--- src/inc/flash_id_map.svh ---
// Named constants for the identification and protection host controller.
`ifndef FLASH_ID_MAP_SVH
`define FLASH_ID_MAP_SVH

// ----------------------------------------------------------------------------
// Timing
// ----------------------------------------------------------------------------
`define CLK_PERIOD_NS 50
`define STROBE_NS 150
`define HV_SETTLE_NS 500
`define SYNC_STAGES 2

// ----------------------------------------------------------------------------
// Address layout
// ----------------------------------------------------------------------------
`define SECTOR_LSB 15
`define SECTOR_W 6
`define CODE_W 4
`define CODE_SIX_BIT 6

// ----------------------------------------------------------------------------
// Code select values
// ----------------------------------------------------------------------------
`define CODE_MAKER 4'h0
`define CODE_VERIFY 4'h2
`define CODE_SECURED 4'h3

// ----------------------------------------------------------------------------
// Group layout of the uniform 32-megabit part
// ----------------------------------------------------------------------------
`define LOW_SINGLES 5'h04
`define MID_GROUPS_END 5'h12
`define GROUP_COUNT 5'h16
`define HIGH_FIRST_SECTOR 6'h3c
`define GROUP_SPAN_SHIFT 2

`endif

--- src/inc/flash_id_pkg.sv ---
// Types shared by the identification host controller and its bus cycle engine.
package flash_id_pkg;

  // --------------------------------------------------------------------------
  // Operations that the user side may request
  // --------------------------------------------------------------------------
  typedef enum logic [2:0] {
    OP_ID_PIN,
    OP_ID_CMD,
    OP_VERIFY,
    OP_PROTECT,
    OP_UNPROTECT_ALL
  } op_e;

  // --------------------------------------------------------------------------
  // Which pin carries the elevated voltage
  // --------------------------------------------------------------------------
  typedef enum logic [1:0] {
    HV_NONE,
    HV_SELECT_PIN,
    HV_RESET_PIN
  } hv_e;

endpackage : flash_id_pkg

--- src/logic/flash_id_host.sv ---
// Host controller that reads identifiers and manages group protection of a NOR flash.
`timescale 1ns/10ps
`include "flash_id_map.svh"

module flash_id_host #(
  parameter int ADDR_W = 21,
  parameter int DATA_W = 16,
  parameter logic [ADDR_W-1:0] CMD_ADDR_0 = '0,
  parameter logic [ADDR_W-1:0] CMD_ADDR_1 = '0,
  parameter logic [ADDR_W-1:0] CMD_ADDR_2 = '0,
  parameter logic [DATA_W-1:0] CMD_DATA_0 = '0,
  parameter logic [DATA_W-1:0] CMD_DATA_1 = '0,
  parameter logic [DATA_W-1:0] CMD_DATA_2 = '0,
  parameter logic [DATA_W-1:0] EXIT_DATA = '0,
  parameter logic [DATA_W-1:0] PROTECT_DATA = '0,
  parameter logic [DATA_W-1:0] UNPROTECT_DATA = '0
) (
  input wire logic clk,
  input wire logic resetn,
  input wire logic req,
  input wire flash_id_pkg::op_e req_op,
  input wire logic [3:0] req_code,
  input wire logic [5:0] req_sector,
  output logic busy,
  output logic done,
  output logic [7:0] result_byte,
  output logic result_protected,
  output logic result_locked,
  output logic flash_ce_n,
  output logic flash_oe_n,
  output logic flash_we_n,
  output logic [ADDR_W-1:0] flash_addr,
  output logic [DATA_W-1:0] flash_dq_out,
  output logic flash_dq_oe,
  input wire logic [DATA_W-1:0] flash_dq_in,
  output logic select_hv_en,
  output logic reset_hv_en
);
  import flash_id_pkg::*;

  localparam int SETTLE_CYC = (`HV_SETTLE_NS + `CLK_PERIOD_NS - 1) / `CLK_PERIOD_NS;

  typedef enum logic [3:0] {
    ST_IDLE, ST_SETTLE, ST_CMD, ST_READ, ST_VER, ST_PROT, ST_UNPROT, ST_EXIT, ST_DONE
  } st_e;

  st_e state_reg;
  st_e after_settle_reg;
  op_e op_reg;
  hv_e hv_reg;
  logic [3:0] code_reg;
  logic [5:0] sector_reg;
  logic [4:0] group_reg;
  logic [1:0] cmd_idx_reg;
  logic [7:0] settle_reg;
  logic issued_reg;
  logic sweep_done_reg;
  logic bus_start;
  logic bus_write;
  logic bus_done;
  logic bus_busy;
  logic [ADDR_W-1:0] bus_addr;
  logic [DATA_W-1:0] bus_wdata;
  logic [7:0] bus_rdata;

  // ----------------------------------------------------------------------------
  // Helpers
  // ----------------------------------------------------------------------------
  // Builds an address from sector and code; every other bit is driven low.
  function automatic logic [ADDR_W-1:0] compose(input logic [5:0] sect, input logic [3:0] code);
    logic [ADDR_W-1:0] a;
    a = '0;
    a[`SECTOR_LSB +: `SECTOR_W] = sect;
    a[`CODE_W-1:0] = code;
    a[`CODE_SIX_BIT] = 1'b0;
    return a;
  endfunction : compose

  // Maps a group index to the first sector of that group.
  function automatic logic [5:0] group_sector(input logic [4:0] g);
    logic [5:0] s;
    s = 6'h00;
    if (g < `LOW_SINGLES) begin
      s = {1'b0, g};
    end else if (g < `MID_GROUPS_END) begin
      s = 6'({g, 2'b00}) - 6'(`LOW_SINGLES * 3);
    end else begin
      s = `HIGH_FIRST_SECTOR + 6'(g - `MID_GROUPS_END);
    end
    return s;
  endfunction : group_sector

  // ----------------------------------------------------------------------------
  // Bus cycle engine
  // ----------------------------------------------------------------------------
  id_bus_cycle #(.ADDR_W(ADDR_W), .DATA_W(DATA_W)) u_cycle (
    .clk(clk),
    .resetn(resetn),
    .start(bus_start),
    .write(bus_write),
    .addr(bus_addr),
    .wdata(bus_wdata),
    .rdata(bus_rdata),
    .done(bus_done),
    .busy(bus_busy),
    .flash_ce_n(flash_ce_n),
    .flash_oe_n(flash_oe_n),
    .flash_we_n(flash_we_n),
    .flash_addr(flash_addr),
    .flash_dq_out(flash_dq_out),
    .flash_dq_oe(flash_dq_oe),
    .flash_dq_in(flash_dq_in)
  );

  // Selects the cycle that the current state needs.
  always_comb begin
    bus_write = 1'b0;
    bus_addr = compose(sector_reg, code_reg);
    bus_wdata = '0;
    case (state_reg)
      ST_CMD: begin
        bus_write = 1'b1;
        bus_addr = (cmd_idx_reg == 2'd0) ? CMD_ADDR_0 : (cmd_idx_reg == 2'd1) ? CMD_ADDR_1 : CMD_ADDR_2;
        bus_wdata = (cmd_idx_reg == 2'd0) ? CMD_DATA_0 : (cmd_idx_reg == 2'd1) ? CMD_DATA_1 : CMD_DATA_2;
      end
      ST_VER: begin
        bus_addr = compose(group_sector(group_reg), `CODE_VERIFY);
      end
      ST_PROT: begin
        bus_write = 1'b1;
        bus_addr = compose(sector_reg, `CODE_MAKER);
        bus_wdata = PROTECT_DATA;
      end
      ST_UNPROT: begin
        bus_write = 1'b1;
        bus_addr = compose(6'h00, `CODE_MAKER);
        bus_wdata = UNPROTECT_DATA;
      end
      ST_EXIT: begin
        bus_write = 1'b1;
        bus_addr = '0;
        bus_wdata = EXIT_DATA;
      end
      default: begin
      end
    endcase
  end

  // One cycle is started per visit to a cycle state; ST_CMD starts one for each of its three command writes.
  assign bus_start = !issued_reg && !bus_busy &&
                     (state_reg == ST_CMD || state_reg == ST_READ || state_reg == ST_VER ||
                      state_reg == ST_PROT || state_reg == ST_UNPROT || state_reg == ST_EXIT);

  always_ff @(posedge clk or negedge resetn) begin
    if (!resetn) begin
      issued_reg <= 1'b0;
    end else if (bus_done) begin
      issued_reg <= 1'b0;
    end else if (bus_start) begin
      issued_reg <= 1'b1;
    end
  end

  // ----------------------------------------------------------------------------
  // Operation sequencer
  // ----------------------------------------------------------------------------
  // The elevated voltage changes only on entry to ST_SETTLE, which then waits for it to settle, and drops on leaving ST_DONE.
  always_ff @(posedge clk or negedge resetn) begin
    if (!resetn) begin
      state_reg <= ST_IDLE;
      after_settle_reg <= ST_IDLE;
      op_reg <= OP_ID_PIN;
      hv_reg <= HV_NONE;
      code_reg <= 4'h0;
      sector_reg <= 6'h00;
      group_reg <= 5'h00;
      cmd_idx_reg <= 2'd0;
      settle_reg <= 8'h00;
      sweep_done_reg <= 1'b0;
    end else begin
      case (state_reg)
        ST_IDLE: begin
          sweep_done_reg <= 1'b0;
          if (req) begin
            op_reg <= req_op;
            code_reg <= req_code;
            sector_reg <= req_sector;
            group_reg <= 5'h00;
            cmd_idx_reg <= 2'd0;
            settle_reg <= 8'h00;
            state_reg <= ST_SETTLE;
            case (req_op)
              OP_ID_CMD: begin
                hv_reg <= HV_NONE;
                after_settle_reg <= ST_CMD;
              end
              OP_PROTECT: begin
                hv_reg <= HV_RESET_PIN;
                after_settle_reg <= ST_PROT;
              end
              OP_UNPROTECT_ALL: begin
                hv_reg <= HV_SELECT_PIN;
                after_settle_reg <= ST_VER;
              end
              OP_VERIFY: begin
                hv_reg <= HV_SELECT_PIN;
                code_reg <= `CODE_VERIFY;
                after_settle_reg <= ST_READ;
              end
              default: begin
                hv_reg <= HV_SELECT_PIN;
                after_settle_reg <= ST_READ;
              end
            endcase
          end
        end
        ST_SETTLE: begin
          settle_reg <= settle_reg + 8'h01;
          if (settle_reg == 8'(SETTLE_CYC - 1)) begin
            state_reg <= after_settle_reg;
          end
        end
        ST_CMD: begin
          if (bus_done) begin
            cmd_idx_reg <= cmd_idx_reg + 2'd1;
            if (cmd_idx_reg == 2'd2) begin
              state_reg <= ST_READ;
            end
          end
        end
        ST_READ: begin
          if (bus_done) begin
            state_reg <= (op_reg == OP_ID_CMD) ? ST_EXIT : ST_DONE;
          end
        end
        ST_VER: begin
          if (bus_done) begin
            sector_reg <= group_sector(group_reg);
            settle_reg <= 8'h00;
            state_reg <= ST_SETTLE;
            if (!bus_rdata[0]) begin
              hv_reg <= HV_RESET_PIN;
              after_settle_reg <= ST_PROT;
            end else if (group_reg == `GROUP_COUNT - 5'h01) begin
              sweep_done_reg <= 1'b1;
              hv_reg <= HV_RESET_PIN;
              after_settle_reg <= ST_UNPROT;
            end else begin
              group_reg <= group_reg + 5'h01;
              after_settle_reg <= ST_VER;
            end
          end
        end
        ST_PROT: begin
          if (bus_done) begin
            settle_reg <= 8'h00;
            if (op_reg != OP_UNPROTECT_ALL) begin
              state_reg <= ST_DONE;
            end else if (group_reg == `GROUP_COUNT - 5'h01) begin
              sweep_done_reg <= 1'b1;
              state_reg <= ST_UNPROT;
            end else begin
              group_reg <= group_reg + 5'h01;
              hv_reg <= HV_SELECT_PIN;
              after_settle_reg <= ST_VER;
              state_reg <= ST_SETTLE;
            end
          end
        end
        ST_UNPROT, ST_EXIT: begin
          if (bus_done) begin
            state_reg <= ST_DONE;
          end
        end
        default: begin
          hv_reg <= HV_NONE;
          state_reg <= ST_IDLE;
        end
      endcase
    end
  end

  // Result byte is taken from the identifier read.
  always_ff @(posedge clk or negedge resetn) begin
    if (!resetn) begin
      result_byte <= 8'h00;
    end else if (state_reg == ST_READ && bus_done) begin
      result_byte <= bus_rdata;
    end
  end

  // ----------------------------------------------------------------------------
  // Outputs
  // ----------------------------------------------------------------------------
  assign select_hv_en = (hv_reg == HV_SELECT_PIN);
  assign reset_hv_en = (hv_reg == HV_RESET_PIN);
  assign busy = (state_reg != ST_IDLE);
  assign done = (state_reg == ST_DONE);
  assign result_protected = result_byte[0];
  // Both guard variants report the factory lock in bit seven.
  assign result_locked = result_byte[7];
endmodule : flash_id_host

--- src/logic/id_bus_cycle.sv ---
// One asynchronous read or write cycle on the flash pins.
`timescale 1ns/10ps
`include "flash_id_map.svh"
module id_bus_cycle #(
  parameter int ADDR_W = 21,
  parameter int DATA_W = 16
) (
  input wire logic clk,
  input wire logic resetn,
  input wire logic start,
  input wire logic write,
  input wire logic [ADDR_W-1:0] addr,
  input wire logic [DATA_W-1:0] wdata,
  output logic [7:0] rdata,
  output logic done,
  output logic busy,
  output logic flash_ce_n,
  output logic flash_oe_n,
  output logic flash_we_n,
  output logic [ADDR_W-1:0] flash_addr,
  output logic [DATA_W-1:0] flash_dq_out,
  output logic flash_dq_oe,
  input wire logic [DATA_W-1:0] flash_dq_in
);
  import flash_id_pkg::*;

  localparam int STROBE_CYC = (`STROBE_NS + `CLK_PERIOD_NS - 1) / `CLK_PERIOD_NS;
  localparam int READ_CYC = STROBE_CYC + `SYNC_STAGES;

  typedef enum logic [1:0] {BC_IDLE, BC_STROBE, BC_HOLD, BC_GAP} bc_state_e;

  bc_state_e state_reg;
  logic write_reg;
  logic [3:0] cnt_reg;
  logic [7:0] dq_meta_reg;
  logic [7:0] dq_sync_reg;

  // ----------------------------------------------------------------------------
  // Input synchroniser
  // ----------------------------------------------------------------------------
  // Two stages on the low data byte; only the second stage is read below.
  always_ff @(posedge clk or negedge resetn) begin
    if (!resetn) begin
      dq_meta_reg <= 8'h00;
      dq_sync_reg <= 8'h00;
    end else begin
      dq_meta_reg <= flash_dq_in[7:0];
      dq_sync_reg <= dq_meta_reg;
    end
  end

  // ----------------------------------------------------------------------------
  // Cycle sequencer
  // ----------------------------------------------------------------------------
  // Reads keep the strobe low long enough for the synchroniser to catch up.
  always_ff @(posedge clk or negedge resetn) begin
    if (!resetn) begin
      state_reg <= BC_IDLE;
      write_reg <= 1'b0;
      cnt_reg <= 4'h0;
    end else begin
      case (state_reg)
        BC_IDLE: begin
          if (start) begin
            state_reg <= BC_STROBE;
            write_reg <= write;
            cnt_reg <= 4'h1;
          end
        end
        BC_STROBE: begin
          cnt_reg <= cnt_reg + 4'h1;
          if (write_reg && cnt_reg == 4'(STROBE_CYC)) begin
            state_reg <= BC_HOLD;
          end else if (!write_reg && cnt_reg == 4'(READ_CYC)) begin
            state_reg <= BC_GAP;
          end
        end
        BC_HOLD: begin
          state_reg <= BC_GAP;
        end
        default: begin
          state_reg <= BC_IDLE;
        end
      endcase
    end
  end

  // Address and write data are latched at the start and held for the cycle.
  always_ff @(posedge clk or negedge resetn) begin
    if (!resetn) begin
      flash_addr <= '0;
      flash_dq_out <= '0;
    end else if (state_reg == BC_IDLE && start) begin
      flash_addr <= addr;
      flash_dq_out <= wdata;
    end
  end

  // Read data is captured from the synchroniser at the end of the strobe.
  always_ff @(posedge clk or negedge resetn) begin
    if (!resetn) begin
      rdata <= 8'h00;
    end else if (state_reg == BC_STROBE && !write_reg && cnt_reg == 4'(READ_CYC)) begin
      rdata <= dq_sync_reg;
    end
  end

  // Pin strobes follow the sequencer state.
  assign flash_ce_n = (state_reg == BC_IDLE) || (state_reg == BC_GAP);
  assign flash_oe_n = !(state_reg == BC_STROBE && !write_reg);
  assign flash_we_n = !(state_reg == BC_STROBE && write_reg);
  assign flash_dq_oe = write_reg && (state_reg == BC_STROBE || state_reg == BC_HOLD);
  assign done = (state_reg == BC_GAP);
  assign busy = (state_reg != BC_IDLE);

endmodule : id_bus_cycle

--- config.mk ---
export PLATFORM = sky130hd
export DESIGN_NAME = flash_id_host
export DESIGN_NICKNAME = d
export VERILOG_FILES = /design/src/inc/flash_id_pkg.sv /design/src/logic/flash_id_host.sv /design/src/logic/id_bus_cycle.sv
export VERILOG_INCLUDE_DIRS = /design/src /design/src/inc
export SDC_FILE = /design/constraint.sdc
export NUM_CORES = 1
export LEC_CHECK = 0
export ABC_AREA = 1
export ABC_CLOCK_PERIOD_IN_PS = 3700
export BUFFER_PORTS_ARGS = -buffer_cell sky130_fd_sc_hd__buf_2
export CAP_MARGIN = 10
export CORE_MARGIN = 3
export CORE_UTILIZATION = 40
export CTS_CLUSTER_DIAMETER = 200
export CTS_CLUSTER_SIZE = 12
export DETAILED_ROUTE_END_ITERATION = 12
export SKIP_LAST_GASP = 1
export SYNTH_ARGS = -nofsm -noshare
export SYNTH_HDL_FRONTEND = slang
export SYNTH_SLANG_ARGS = --single-unit
--- constraint.sdc ---
create_clock -name clk -period 3.7 [get_ports clk]
set_clock_uncertainty 0.1 [all_clocks]
set_input_delay 0.74 -clock clk [delete_from_list [all_inputs] [get_ports clk]]
set_output_delay 0.74 -clock clk [all_outputs]
set_load 0.03 [all_outputs]
# After elaboration in Yosys (flattened, before gate mapping)

Cells that the tools add are included.

Flip-flop bits (word level): 99
Output and inout port bits: 55

Add/subtract/negate cells: 7
Magnitude comparators: 2
Eq/ne operators: 39
Muxes and demuxes: 59
Bitwise gates (word level): 1
Reduce and logical (&&, ||, !) cells: 48

Operator list:

| kind                | count |
|---|---|
| $mux 4              | 17 |
| $pmux 21 s3         | 1 |
| $mux 5              | 6 |
| $mux 2              | 14 |
| $pmux 4 s7          | 1 |
| $mux 6              | 4 |
| $pmux 8 s3          | 1 |
| $eq 4x3->1 const B  | 5 |
| $ne 2x2->1 const B  | 9 |
| $mux 8              | 2 |
| $pmux 5 s3          | 1 |
| $eq 4x2->1 const B  | 3 |
| $pmux 4 s3          | 1 |
| $pmux 6 s2          | 1 |
| $reduce_and 6->1    | 2 |
| $logic_and 1x1->1   | 10 |
| $reduce_bool 2->1   | 5 |
| $pmux 3 s3          | 1 |
| $reduce_and 3->1    | 3 |
| $add 8x1->8 const B | 1 |
| $eq 2x2->1 const B  | 4 |
| $eq 8x4->1 const B  | 1 |
| $ne 2x1->1 const B  | 4 |
| $pmux 2 s2          | 2 |
| 36 further kinds    | 57 |

# Longest topological paths before layout

Depth in word-level cells: 9
Gate-level depth with buffers: 11

# Modules after synthesis

From an unflattened synthesis, not the netlist that was laid out.

Cell total of the unflattened synthesis: 579
Area, all modules: 5454.0 µm²

Modules (own cells, without submodules):

| module        | instances | cells an instance | area each (µm²) | sequential area each (µm²) |
|---|---|---|---|---|
| flash_id_host | 1         | 388               | 2856.5          | 1151.1 |
| id_bus_cycle  | 1         | 191               | 2597.5          | 1701.6 |

# Worst setup path before layout

OpenSTA, ideal clock, no wires.

Kind: flip-flop to output port
Start: register state_reg[1]
End: output done
Arrival: 1.401 ns
Required time: 2.860 ns
Path slack: 1.459 ns
Cell stages (with the launch flop): 5
Buffers on the path: 1
Path through: dfrtp_1 buf_2 inv_1 nand2_1 nor3_1

Longest elaborated chain between the ends: 1

RTL lines:

| item                   | line                 | RTL |
|---|---|---|
| from (decl)            | flash_id_host.sv:47  | `st_e state_reg;` |
| from (signal assigned) | flash_id_host.sv:220 | `state_reg <= after_settle_reg;` |
| from (signal assigned) | flash_id_host.sv:233 | `state_reg <= (op_reg == OP_ID_CMD) ? ST_EXIT : ST_DONE;` |
| $eq 4x4->1             | flash_id_host.sv:298 | `assign done = (state_reg == ST_DONE);` |
| to (decl)              | flash_id_host.sv:25  | `output logic done,` |

Every way passes these cells.

# Final worst setup path

Ends and elaborated chain as after synthesis.

==> out/summary.txt <==
Largest Register: u_cycle.flash_addr
crit path DAT: 1.70 ns
Post-synth EDFFs: 0
number of top-level pins: 87
compound-gate portion of the synthesized area: 7.06%
crit path from: state_reg[1]
Worst-Skew Late Latency: 0.34 ns
H-tree depth: 3
share of post-route cells with drive strength above 1: 15.1%
fraction of registers with async set or reset after synthesis: 100%
xor and xnor area share after synthesis: 1.33%
Max VDD drop: 0.403 mV
antenna violations before repair: 0
CP startpoint kind: flip-flop
reg2reg setup slack: 1.66 ns
Crit path max-delay family: buffers and inverters
CTS Buffer Depth: 2
Final ANT Viol Nets: 0
Crit Path Max Fanout: 8
synthesized cell area: 4620 um^2
worst hold-check path type: reg -> reg
post-DR wirelength/cell: 12.3 um
RSZ-0062 raised after global routing: no
min-delay src: u_cycle.dq_meta_reg[2]
delay of the slowest critical-path stage: 0.48 ns
Yosys top cell by area: dfrtp_1
simple-gate portion of the synthesized area: 28.2%
Rows: 38
fin util: 47.1%
Slew Limit Fails: 0
status: finished clean
Pre-antenna DRT Iters: 4
mux cell area share after synthesis: 0.974%
Rel. slew slack: 46.8%
max reg flops: 10
sequential share of the synthesized area: 47.1%
worst r2r src: state_reg[1]
CTS tree: done
commonest non-fill, non-tap cell in the layout: nand2_1
root buf cell: clkbuf_16
commonest non-fill, non-tap cells in the layout: nand2_1, dfrtp_1, inv_1
pwr dens: 763 nW/um^2
Area contributors post-synth: dfrtp_1, nand2_1, nand3_1, inv_1, nor2_1
Final Wtd Congestion: 0.886
CTS Hold Bufs: 0
Least-Margin Pin Slew: 0.798 ns
P&R area growth vs syn: 12.9%
CP endpoint kind: primary output
static leakage power: 2.78 nW
most common flop cell mapped by yosys: dfrtp_1
vias in the first global route: 3565
Congestion Overflow GR: 0
nets@finish: 689
first-pass GRT wire length: 16.4 mm
CTS buffer count: 9
DRC errors left: 0
Die Span Y: 114 um
final period utilization: 68.8%
f_max: 393 MHz
die area: 12900 um^2
min Tclk post-route: 2.54 ns
Initial Util: 41.7%
Maximum Capacitance Violations: 0
Die X: 114 um
Port Buffers: 51
total power: 0.00398 W
Setup TNS: 0 ns
mean area per synthesized cell: 7.86 um^2
ANT cells: 0
CP Cell Sequence: inv_1 -> nand2_1 -> nor3_1 -> buf_2
1st-iter DRT viols: 170
total clock sinks: 87
largest net degree at the start of global routing: 64
Post-Synth Adder-Cell Area: 4.06%
fin cells: 787
final setup vio count: 0
buffer count from post-CTS setup fixing: 0
final hold vios: 0
core area: 11100 um^2
Worst-path clk slew: 0.07 ns
largest family of logic cells by synthesized area: simple AND/OR/NAND/NOR gates
FF+latch count, synth: 87
Crit Path Class: reg -> out
synth warn: 0
# resized after CTS: 0
critical path's slowest cell: dfrtp_1
Final HPWL DP: 7.28 mm
Total Routing Usage GR: 15.6%
Cells after Synth: 588
final WL: 9.64 mm
Vias/cell: 4.72
Placed Cells: 771
Worst Path Buf+Inv: 2
via count: 3711
Synth top area share: 47.1%
Netlist cell types: 28
Required @ worst endpoint: 2.86 ns
synth_stat cells (2+ instances only):
cell / instances
a21oi_1: 20
buf_2: 5
buf_4: 30
dfrtp_1: 87
ha_1: 15
inv_1: 67
inv_2: 3
mux2_2: 4
nand2_1: 152
nand2_2: 6
nand3_1: 53
nand4_1: 8
nor2_1: 62
nor2_2: 6
nor2_4: 2
nor3_1: 5
o21ai_0: 40
or2_2: 8
xor2_1: 6
report_power, final:
| part | internal (W) | total, W | switching (W) | leakage, nW |
|---|---|---|---|---|
| logic | 0.000499 | 0.00164 | 0.00114 | 1.53 |
| registers | 0.00123 | 0.00143 | 0.000201 | 1.10 |
| clock network | 0.000484 | 0.000914 | 0.000430 | 0.150 |
| total | 0.00222 | 0.00398 | 0.00177 | 2.78 |
final cells by class:
| cell class | instances | area [um^2] |
|---|---|---|
| inverters | 70 | 263 |
| multi-input cells | 421 | 2030 |
| repair buffers | 53 | 273 |
| fillers | 1088 | 5860 |
| flip-flops and latches | 87 | 2180 |
| well taps | 140 | 175 |
| clock inverters | 7 | 81.3 |
| clock buffers | 9 | 225 |
path summary, 6_finish.rpt:
check,end,depth (start not counted)
max,done,4
min,u_cycle.dq_sync_reg[2],0
max reg2reg,u_cycle.flash_addr[3],6
min reg2reg,u_cycle.dq_sync_reg[2],0
max in group asynchronous,u_cycle.dq_sync_reg[2],2
min in group asynchronous,u_cycle.flash_addr[16],1
per-stage QoR:
| step | setup slack, ns | hold WS (ns) | cell area (um^2) |
|---|---|---|---|
| after CTS | 1.17 | 0.253 | 5220 |
| final | 1.16 | 0.251 | 5220 |
| after detailed placement | 1.54 | 0.236 | 4910 |
| after floorplan | 1.46 | 0.231 | 4720 |
| after global routing | 1.10 | 0.255 | 5220 |
| after global placement | 1.54 | 0.231 | 4910 |
cells by family after synthesis:
group | count (synthesis)
XOR/XNOR | 7
AO/OA/AOI/OAI | 64
multiplexers | 4
flip-flops | 87
AND/OR/NAND/NOR | 304
other | 1
adder cells (fa/ha/maj) | 15
buffers and inverters | 106
metal layers:
metal  wire length (um)  track usage, %
met1               4380            20.1
met2               4640            26.0
met3                463            3.40
met4                152            5.61
met5                  0               0
Power figures use the tool's default switching activity.
